### config.mk
export PLATFORM = sky130hd
export DESIGN_NAME = smc_host
export DESIGN_NICKNAME = d
export VERILOG_FILES = /design/src/smc_pkg.sv /design/src/smc_cycle_timer.sv /design/src/smc_host.sv
export SDC_FILE = /design/constraint.sdc
export NUM_CORES = 1
export LEC_CHECK = 0
export BUFFER_PORTS_ARGS = -buffer_cell sky130_fd_sc_hd__buf_4
export CAP_MARGIN = 10
export CORE_MARGIN = 2
export CORE_UTILIZATION = 42
export CTS_CLUSTER_SIZE = 20
export DETAILED_ROUTE_END_ITERATION = 12
export PLACE_DENSITY = 0.73
export RECOVER_POWER = 100
export SKIP_CTS_REPAIR_TIMING = 1
export SLEW_MARGIN = 30
export SYNTH_ARGS = -nofsm -noshare
export SYNTH_HDL_FRONTEND = slang
export SYNTH_SLANG_ARGS = --single-unit
export TNS_END_PERCENT = 20
### constraint.sdc
create_clock -name clk_i -period 1.5 [get_ports clk_i]
set_clock_uncertainty 0.1 [all_clocks]
set_input_delay 0 -clock clk_i [delete_from_list [all_inputs] [get_ports clk_i]]
set_output_delay 0 -clock clk_i [all_outputs]
set_load 0.1 [all_outputs]
### src/smc_pkg.sv
// Package of constants for the host-side static memory controller.
// Operation
// - A write ends when select or strobe rises, and one of them is high whenever the address moves.
// - The host drives the data pins only after the memory outputs have been turned off.
// - Read and write cycles last at least the cycle minimum, and read data is valid by then.
// - The host holds chip select low for at least the select time before a write ends.
// - The host presents write data at least the setup time before the write ends.
// - The host changes the address no earlier than the end of the write, with zero hold.
// - For a select-started read the address is valid no later than chip select falls.
package smc_pkg;
   localparam int unsigned ADDR_W = 17;
   localparam int unsigned DATA_W = 8;
   localparam int unsigned CLK_PERIOD_NS = 100;
   // Slowest speed grade figures, so any part grade is served.
   localparam int unsigned READ_CYCLE_MIN_NS = 20;
   localparam int unsigned WRITE_CYCLE_MIN_NS = 20;
   localparam int unsigned ADDR_TO_DATA_DELAY_NS = 20;
   localparam int unsigned GATE_TO_DATA_DELAY_NS = 8;
   localparam int unsigned SELECT_TO_WRITE_END_NS = 12;
   localparam int unsigned DATA_SETUP_TO_WRITE_END_NS = 12;
   localparam int unsigned STROBE_TO_FLOAT_NS = 5;
   localparam int unsigned DRIVE_AFTER_WRITE_NS = 3;
   // Least times round up, at least one cycle.
   function automatic int unsigned ns_to_cyc(input int unsigned ns);
      int unsigned c;
      c = (ns + CLK_PERIOD_NS - 1) / CLK_PERIOD_NS;
      return (c < 1) ? 1 : c;
   endfunction
   localparam int unsigned READ_WAIT_CYC = ns_to_cyc(ADDR_TO_DATA_DELAY_NS);
   localparam int unsigned WRITE_PULSE_CYC = ns_to_cyc(SELECT_TO_WRITE_END_NS);
   localparam int unsigned FLOAT_WAIT_CYC = ns_to_cyc(STROBE_TO_FLOAT_NS);
   localparam int unsigned CNT_W = 4;
   typedef enum logic [2:0] {
      SMC_IDLE,
      SMC_RD_WAIT,
      SMC_WR_FLOAT,
      SMC_WR_PULSE,
      SMC_WR_END
   } smc_state_e;
endpackage

### src/smc_cycle_timer.sv
// Down counter that times the phases of a memory cycle.
`timescale 1ns/1ps
module smc_cycle_timer #(
   parameter int unsigned CNT_W = 4
) (
   // Clock and reset
   input  wire logic             clk_i,
   input  wire logic             nrst_i,
   // Control
   input  wire logic             load_i,
   input  wire logic [CNT_W-1:0] value_i,
   // Status
   output logic                  done_o
);
   logic [CNT_W-1:0] cnt_q;
   logic [CNT_W-1:0] cnt_d;

   assign cnt_d = load_i ? value_i : ((cnt_q != '0) ? cnt_q - 1'b1 : cnt_q);
   // Done looks only at the count: a load depends on done in the caller, so
   // gating done with load would close a combinational loop.
   assign done_o = (cnt_q == '0);

   always_ff @(posedge clk_i)
   begin
      if (!nrst_i)
         cnt_q <= '0;
      else
         cnt_q <= cnt_d;
   end
endmodule

### src/smc_host.sv
// Host controller that runs read and write cycles on an asynchronous 128K by 8 memory.
`timescale 1ns/1ps
module smc_host #(
   parameter int unsigned ADDR_W = smc_pkg::ADDR_W,
   parameter int unsigned DATA_W = smc_pkg::DATA_W
) (
   // Clock and reset
   input  wire logic              clk_i,
   input  wire logic              nrst_i,
   // User request
   input  wire logic              req_i,
   input  wire logic              we_i,
   input  wire logic [ADDR_W-1:0] addr_i,
   input  wire logic [DATA_W-1:0] wdata_i,
   output logic                   busy_o,
   output logic                   rvalid_o,
   output logic [DATA_W-1:0]      rdata_o,
   // Memory pins
   output logic [ADDR_W-1:0]      mem_addr_o,
   output logic                   chip_select_n_o,
   output logic                   write_strobe_n_o,
   output logic                   output_gate_n_o,
   input  wire logic [DATA_W-1:0] data_pins_i,
   output logic [DATA_W-1:0]      data_pins_o,
   output logic                   data_pins_oe_n_o
);
   localparam logic [smc_pkg::CNT_W-1:0] RD_LOAD =
      smc_pkg::CNT_W'(smc_pkg::READ_WAIT_CYC - 1);
   localparam logic [smc_pkg::CNT_W-1:0] WR_LOAD =
      smc_pkg::CNT_W'(smc_pkg::WRITE_PULSE_CYC - 1);
   localparam logic [smc_pkg::CNT_W-1:0] FL_LOAD =
      smc_pkg::CNT_W'(smc_pkg::FLOAT_WAIT_CYC - 1);

   smc_pkg::smc_state_e state_q;
   smc_pkg::smc_state_e state_d;
   logic [ADDR_W-1:0] addr_q;
   logic [DATA_W-1:0] wdata_q;
   logic [DATA_W-1:0] rdata_q;
   logic              rvalid_q;
   logic              busy_q;
   logic              cs_n_q;
   logic              we_n_q;
   logic              oe_n_q;
   logic              drv_n_q;
   logic              tmr_load;
   logic [smc_pkg::CNT_W-1:0] tmr_value;
   logic              tmr_done;

   ////////////////////////////////////////////////////////////////////////////
   smc_cycle_timer #(
      .CNT_W (smc_pkg::CNT_W)
   ) u_timer (
      .clk_i   (clk_i),
      .nrst_i  (nrst_i),
      .load_i  (tmr_load),
      .value_i (tmr_value),
      .done_o  (tmr_done)
   );

   wire start_rd = (state_q == smc_pkg::SMC_IDLE) && req_i && !we_i;
   wire start_wr = (state_q == smc_pkg::SMC_IDLE) && req_i && we_i;
   wire float_ok = (state_q == smc_pkg::SMC_WR_FLOAT) && tmr_done;
   wire rd_done  = (state_q == smc_pkg::SMC_RD_WAIT) && tmr_done;
   wire wr_end   = (state_q == smc_pkg::SMC_WR_PULSE) && tmr_done;

   assign tmr_load  = start_rd || start_wr || float_ok;
   assign tmr_value = start_rd ? RD_LOAD : (start_wr ? FL_LOAD : WR_LOAD);

   ////////////////////////////////////////////////////////////////////////////
   always_comb
   begin
      state_d = state_q;
      case (state_q)
         smc_pkg::SMC_IDLE:
            if (start_rd)
               state_d = smc_pkg::SMC_RD_WAIT;
            else if (start_wr)
               state_d = smc_pkg::SMC_WR_FLOAT;
         smc_pkg::SMC_RD_WAIT:
            if (tmr_done)
               state_d = smc_pkg::SMC_IDLE;
         smc_pkg::SMC_WR_FLOAT:
            if (tmr_done)
               state_d = smc_pkg::SMC_WR_PULSE;
         smc_pkg::SMC_WR_PULSE:
            if (tmr_done)
               state_d = smc_pkg::SMC_WR_END;
         smc_pkg::SMC_WR_END:
            state_d = smc_pkg::SMC_IDLE;
         default:
            state_d = smc_pkg::SMC_IDLE;
      endcase
   end

   always_ff @(posedge clk_i)
   begin
      if (!nrst_i)
         state_q <= smc_pkg::SMC_IDLE;
      else
         state_q <= state_d;
   end

   ////////////////////////////////////////////////////////////////////////////
   // Address and write data are held from the start of a cycle to its end.
   always_ff @(posedge clk_i)
   begin
      if (!nrst_i)
      begin
         addr_q  <= '0;
         wdata_q <= '0;
      end
      else if (start_rd || start_wr)
      begin
         addr_q  <= addr_i;
         wdata_q <= wdata_i;
      end
   end

   // Select and address change together on a read, both valid by the edge.
   always_ff @(posedge clk_i)
   begin
      if (!nrst_i)
         cs_n_q <= 1'b1;
      else if (start_rd || start_wr)
         cs_n_q <= 1'b0;
      else if (rd_done || wr_end)
         cs_n_q <= 1'b1;
   end

   // Gate stays high through writes so the memory never fights our drivers.
   always_ff @(posedge clk_i)
   begin
      if (!nrst_i)
         oe_n_q <= 1'b1;
      else if (start_rd)
         oe_n_q <= 1'b0;
      else if (rd_done || start_wr)
         oe_n_q <= 1'b1;
   end

   // Strobe and select rise on the same edge; the write latches there.
   always_ff @(posedge clk_i)
   begin
      if (!nrst_i)
         we_n_q <= 1'b1;
      else if (start_wr)
         we_n_q <= 1'b0;
      else if (wr_end)
         we_n_q <= 1'b1;
   end

   // Drivers turn on only after the float wait, and off the cycle after the
   // write ends, giving one cycle of data hold and room before the memory drives.
   always_ff @(posedge clk_i)
   begin
      if (!nrst_i)
         drv_n_q <= 1'b1;
      else if (float_ok)
         drv_n_q <= 1'b0;
      else if (state_q == smc_pkg::SMC_WR_END)
         drv_n_q <= 1'b1;
   end

   // Data is sampled one clock cycle after address and gate went out.
   always_ff @(posedge clk_i)
   begin
      if (!nrst_i)
      begin
         rdata_q  <= '0;
         rvalid_q <= 1'b0;
      end
      else
      begin
         rvalid_q <= rd_done;
         if (rd_done)
            rdata_q <= data_pins_i;
      end
   end

   always_ff @(posedge clk_i)
   begin
      if (!nrst_i)
         busy_q <= 1'b0;
      else
         busy_q <= (state_d != smc_pkg::SMC_IDLE);
   end

   ////////////////////////////////////////////////////////////////////////////
   assign mem_addr_o       = addr_q;
   assign chip_select_n_o  = cs_n_q;
   assign write_strobe_n_o = we_n_q;
   assign output_gate_n_o  = oe_n_q;
   assign data_pins_o      = wdata_q;
   assign data_pins_oe_n_o = drv_n_q;
   assign rdata_o          = rdata_q;
   assign rvalid_o         = rvalid_q;
   assign busy_o           = busy_q;
endmodule

==> results of run 1 <==
==> worst register-to-register path, cell delays in order, from the launching register on <==
cell and delay, ns:
dfxtp_2 0.33, or4b_4 0.59, buf_12 0.19, nand2_1 0.08
a21oi_1 0.07
==> routing by layer <==
layer | up-vias | part of all wire | routed length [um] | GRT usage
met3 | 2 | 0.065 | 311 | 0.0487
li1 | 923 | - | - | -
met4 | 0 | 0.0038 | 18 | 0.0417
met2 | 63 | 0.50 | 2400 | 0.275
met1 | 823 | 0.43 | 2060 | 0.207
met5 | - | 0 | 0 | 0
==> cells in the final DEF (no fill, tap or decap), types with 2 or more instances in the layout <==
cell / n
clkbuf_8: 6
dfxtp_1: 44
buf_4: 46
buf_6: 5
o21ai_0: 3
or3b_4: 2
nor3b_1: 2
nor3_1: 3
dlygate4sd3_1: 38
mux2i_1: 8
a21oi_1: 28
nand2_1: 69
inv_1: 5
inv_2: 2
nand3_1: 2
clkbuf_2: 39
dfxtp_2: 2
nor2_1: 5
==> registers in the layout, indices dropped and copies added, names as in the netlist <==
name and flops:
rdata_o 8, chip_select_n_o 1, write_strobe_n_o 1, u_timer.cnt_q 4, data_pins_oe_n_o 1, state_q 3
busy_o 1, output_gate_n_o 1, mem_addr_o 17, rvalid_o 1, data_pins_o 8
==> area by class of cell <==
class                           instances  area share
Timing Repair Buffer                  129       0.347
Sequential cell                        46       0.322
Multi-Input combinational cell        140       0.268
Clock buffer                            7      0.0301
Tap cell                               50      0.0218
Inverter                                7     0.00915
Clock inverter                          1     0.00174
==> worst max-delay path by stage <==
| stage | startpoint | end | slack, ns | depth (start not counted) |
|---|---|---|---|---|
| global route | state_q[2] | data_pins_o[0] | -0.02 | 4 |
| CTS | u_timer.cnt_q[0] | state_q[2] | -0.12 | 5 |
| finish | state_q[2] | data_pins_o[0] | 0.02 | 4 |
| detailed placement | u_timer.cnt_q[0] | state_q[2] | -0.08 | 5 |
| global placement | u_timer.cnt_q[0] | state_q[2] | -0.05 | 5 |
| floorplan | state_q[1] | data_pins_o[4] | -0.06 | 6 |
==> logic make-up (layout without fill, tap and decap cells) <==
group / after synthesis / after routing
XOR/XNOR: 1 / 1
adder cells (fa/ha/maj): 1 / 1
multiplexers: 9 / 9
flip-flops: 46 / 46
AND/OR/NAND/NOR: 92 / 92
buffers and inverters: 19 / 144
AO/OA/AOI/OAI: 37 / 37
==> per-stage QoR <==
| step | worst slack (ns) | setup TNS (ns) | util | power (uW) |
|---|---|---|---|---|
| floorplan | -0.0579 | -1.34 | - | 3530 |
| global placement | -0.0542 | -0.0888 | 0.599 | 4080 |
| detailed placement | -0.0850 | -0.209 | 0.599 | 4100 |
| CTS | -0.123 | -0.350 | 0.622 | 4860 |
| global route | -0.0220 | -0.171 | 0.713 | 5210 |
| finish | 0.0232 | 0 | 0.713 | 4970 |
==> where the power goes <==
part | leakage, uW | switching (uW) | internal (uW)
Combinational | 0.000903 | 1880 | 771
Sequential | 0.000378 | 129 | 1440
Clock | 0.0000482 | 377 | 372
==> results.yml, run 1 <==
worst_setup_path:
  r2r_cells: 4
  slowest_stage: "or4b_4"
  crit_path_start_kind: "register"
  cp_data_required_time_ns: 1.56
  critPathMaxFanout: 23
  cp_cell_sequence: "or4b_4 > buf_12 > nand2_1 > a21oi_1"
  critPathBufInv: 1
  r2r_start: "state_q[2]"
  critPathTopFamily: "simple AND/OR/NAND/NOR gates"
  crit_path_end_kind: "register"
  regToRegSetupSlack_ns: 0.02
  path_class: "reg2reg"
  timing.rr.end: "data_pins_o[0]"
  max_stage_delay_ns: 0.59
  crit_arrival_ns: 1.53
run_status:
  violations: "negative hold slack"
  status: "finished with violations"
placed_design:
  dp_cells: 330
  placed_area_um2: 2410
  hpwlAfterDp_um: 2970
  globalplace.congestion: 0.812
  portBuffers: 75
yosys:
  synth_edf_count: 0
  yosys_warnings: 0
  ys_seq_area_frac: 0.521
  synth_xor_xnor_area_share: 0.00496
  synthAdderAreaFrac: 0.00708
  synth_nets: 243
  synthSimpleGateAreaFrac: 0.240
  synth_top_family_by_area: "simple AND/OR/NAND/NOR gates"
  syn_area_um2: 1770
  synth_area_per_cell_um2: 8.62
  yosysMostFrequentCell: "nand2_1"
  async_flop_share: 0
  synthFlopType: "dfxtp_1"
  muxShareOfSynthArea: 0.0517
  ys_top_cells_by_area: "dfxtp_1 (52%), nand2_1 (15%), a21oi_1 (7.9%)"
  ys_ff_latch: 46
  synth-compound-area-share: 0.115
  synth_cell_types: 32
  synth_top_cell_by_area: "dfxtp_1"
  synth_common_cells: "nand2_1 (70), dfxtp_1 (46), a21oi_1 (28)"
  synthCells: 205
  synth.top_cell.area_share: 0.521
cts:
  cts_made_buffers: 5
  h-tree-depth: 2
  clk_pin_slew_ns: 0.08
  worstSkewPairLatency_ns: 0.28
  clkSinkCount: 46
  cts_tree: "done"
  clock_path_buffers: 2
  ctsRootBufferMaster: "clkbuf_8"
floorplanning:
  dieArea_um2: 4740
  fp-row-count: 23
  ios: 76
  die_h_um: 68.9
  die_w_um: 68.9
  core_area_um2: 4030
  start_util: 0.439
timing:
  fin_crit_ns: 1.48
  hold_slack_ns: -0.0500
  tightestPinTransition_ns: 0.570
  clock.fmax_ghz: 0.677
  max_slew_margin: 0.622
  hold_viol_final: 1
  fin_crit_sh: 0.985
  finalSetupViolCount: 0
  rsz0062_at_grt: "true"
  finalMaxSlewViolations: 0
drt:
  ant_nets: 0
  drt_pass1_iterations: 4
  drc: 0
  first_iter_violations: 85
  drt-vias-per-instance: 4.77
  finalWirelength_um: 4790
  wire_per_inst_um: 12.6
  vias: 1811
flow_run:
  maxCapViolations: 0
global_route:
  grt_pass1_vias: 1410
  grt_overflow_total: 0
  grt_start_max_net_pins: 29
  grt_pass1_wl_um: 5970
  gr-usage-all-layers: 0.164
  antenna_found_initial: 0
hold_path:
  holdPathEnd: "busy_o"
  min-delay-start: "req_i"
  whs_path_depth: 3
  hp-class: "in2reg"
cells_and_area:
  fillCellCount: 326
  diodes: 0
  final_cells: 380
  stdcell_area_um2: 2870
  multiInputGateArea_um2: 771
  drive_gt1_frac: 0.336
  register_area_um2: 923
  fin_nets: 367
  areaGrowthSynthToFinish_pct: 62.5
pwr:
  vdd_drop_max_uv: 1120
  pwr_density_cell_nw_per_um2: 1730
  leakage_uw: 0.00133
No activity file was read; power rests on OpenSTA's default activity.
==> inputs of run 2 (changes only) <==
Settings changed: CORE_ASPECT_RATIO set to 0.7.
==> run 2 against run 1 <==
  * The run now ends clean
  * First-iteration DRC count is 13% higher
  * Utilization is 1.7 points higher
  * Flip-flop and latch count stayed put
  * Cell count is 0.26% higher
  * Register-to-register slack better by 0.02 ns
  * Wire length is 3.2% higher
  * Design area is 0.83% higher
  * Sequential share of layout area is 0.26 points lower
  * Hold slack better by 0.12 ns
  * Sequential power hardly changed
  * Global-route usage is 2.1 points higher
  * Critical path type unchanged
  * Largest cell class unchanged
  * Highest routed layer unchanged
==> results.yml, run 2 (synthesized netlist as in run 1, its figures left out) <==
placed_design:
  hpwlAfterDp_um: 3090
  globalplace.congestion: 0.864
  portBuffers: 75
  dp_cells: 334
timing:
  finalSetupViolCount: 0
  tightestPinTransition_ns: 0.559
  finalMaxSlewViolations: 0
  hold_viol_final: 0
  hold_slack_ns: 0.0715
  final.setup.tns_ns: 0
  clock.fmax_ghz: 0.688
  max_slew_margin: 0.629
  fin_crit_ns: 1.45
  rsz0062_at_grt: "true"
  fin_crit_sh: 0.968
floorplanning:
  core_area_um2: 3970
  ios: 76
  die_h_um: 58.3
  fp-row-count: 19
  start_util: 0.445
  dieArea_um2: 4750
  die_w_um: 81.5
cells_and_area:
  fillCellCount: 304
  areaGrowthSynthToFinish_pct: 63.9
  fin_nets: 366
  final_cell_mix: "nand2_1 (70), buf_4 (46), dfxtp_1 (44), clkbuf_2 (39), dlygate4sd3_1 (38)"
  final_cells: 381
  largest_register_ff_count: 17
  register_area_um2: 923
  mostFrequentLayoutCell: "nand2_1"
  drive_gt1_frac: 0.343
  diodes: 0
  multiInputGateArea_um2: 776
global_route:
  gr-usage-all-layers: 0.185
  grt_overflow_total: 0
  antenna_found_initial: 0
  grt_pass1_wl_um: 6690
  grt_pass1_vias: 1534
  grt_start_max_net_pins: 29
cts:
  cts_made_buffers: 5
  worstSkewPairLatency_ns: 0.29
  clk_pin_slew_ns: 0.08
  h-tree-depth: 2
  clock_path_buffers: 2
  ctsRootBufferMaster: "clkbuf_8"
  cts_tree: "done"
  clkSinkCount: 46
worst_setup_path:
  critPathMaxFanout: 25
  r2r_cells: 4
  slowest_stage: "or4b_4"
  path_class: "reg2reg"
  crit_path_start_kind: "register"
  crit_path_end_kind: "register"
  cp_cell_sequence: "or4b_4 > buf_12 > nand2_1 > a21oi_1"
  max_stage_delay_ns: 0.58
  crit_arrival_ns: 1.51
  timing.rr.end: "mem_addr_o[15]"
  regToRegSetupSlack_ns: 0.05
  r2r_start: "state_q[1]"
  cp_data_required_time_ns: 1.56
flow_run:
  maxCapViolations: 0
pwr:
  p_int_uw: 2650
  seqPwrFrac: 0.312
  power_switching_share: 0.476
  vdd_drop_max_uv: 1160
  p_sw_uw: 2400
  pwr_density_cell_nw_per_um2: 1740
  leakage_uw: 0.00133
  comb_power_share: 0.519
  clkPwrFrac: 0.169
drt:
  drt_pass1_iterations: 4
  ant_nets: 0
  finalWirelength_um: 4940
  first_iter_violations: 96
  wire_per_inst_um: 13.0
  drt-vias-per-instance: 4.80
  drc: 0
  vias: 1828
run_status:
  status: "complete, no violations"
hold_path:
  hp-class: "in2reg"
  min-delay-start: "req_i"
  holdPathEnd: "busy_o"
  whs_path_depth: 3
==> run 2: cell count changes in the layout (fill, tap and decap cells not counted) <==
cell | previous run | this run
buf_6 | 5 | 3
clkbuf_8 | 6 | 8
clkinv_2 | 1 | 0
nand2_1 | 69 | 70
inv_1 | 5 | 4
nand2_2 | 1 | 0
inv_2 | 2 | 3
clkbuf_1 | 1 | 0
a21oi_2 | 0 | 2
a21oi_1 | 28 | 26
buf_12 | 1 | 2
==> run 2: metrics by stage <==
stage / area (um^2) / setup slack (ns) / power (uW) / utilization
after CTS: 2550 / -0.0788 / 5000 / 0.644
after global routing: 2900 / -0.0509 / 5290 / 0.729
after detailed placement: 2440 / -0.0528 / 4140 / 0.616
after floorplan: 1780 / -0.0579 / 3530 / -
after global placement: 2440 / -0.0365 / 4120 / 0.616
final: 2900 / 0.0473 / 5040 / 0.729
==> run 2: power groups by stage <==
stage                     clock (uW)  sequential, uW  combinational [uW]
after floorplan                    0            2820                 709
after global placement             0            1590                2530
after detailed placement           0            1590                2550
after CTS                        878            1560                2550
after global routing             935            1600                2760
final                            854            1580                2620
==> run 2: metal layers <==
metal | wire, um | vias up | share of wire | GRT usage
met5 | 0 | - | 0 | 0
met4 | 42 | 0 | 0.0085 | 0.0581
met3 | 400 | 7 | 0.081 | 0.0639
met2 | 2300 | 75 | 0.47 | 0.269
met1 | 2200 | 823 | 0.44 | 0.257
li1 | - | 923 | - | -
==> run 2: layout make-up <==
cell class / instances / share of cell area
Clock buffer: 8 / 0.0380
Tap cell: 52 / 0.0225
Inverter: 7 / 0.00908
Multi-Input combinational cell: 140 / 0.268
Timing Repair Buffer: 128 / 0.344
Sequential cell: 46 / 0.319
==> run 2: worst max-delay path, delay by kind of cell (launching register included) <==
kind                   cells  cell delay (ns)
AO/OA/AOI/OAI              1             0.06
buffers and inverters      1             0.19
AND/OR/NAND/NOR            2             0.65
flip-flops                 1             0.32
==> run 2: worst max-delay path by stage <==
stage | startpoint | slack (ns) | cells past startpoint | end
floorplan | state_q[1] | -0.06 | 6 | data_pins_o[4]
global placement | u_timer.cnt_q[0] | -0.04 | 5 | state_q[2]
detailed placement | u_timer.cnt_q[0] | -0.05 | 5 | state_q[2]
CTS | u_timer.cnt_q[0] | -0.08 | 5 | state_q[2]
global route | u_timer.cnt_q[0] | -0.05 | 6 | rdata_o[5]
finish | state_q[1] | 0.05 | 4 | mem_addr_o[15]
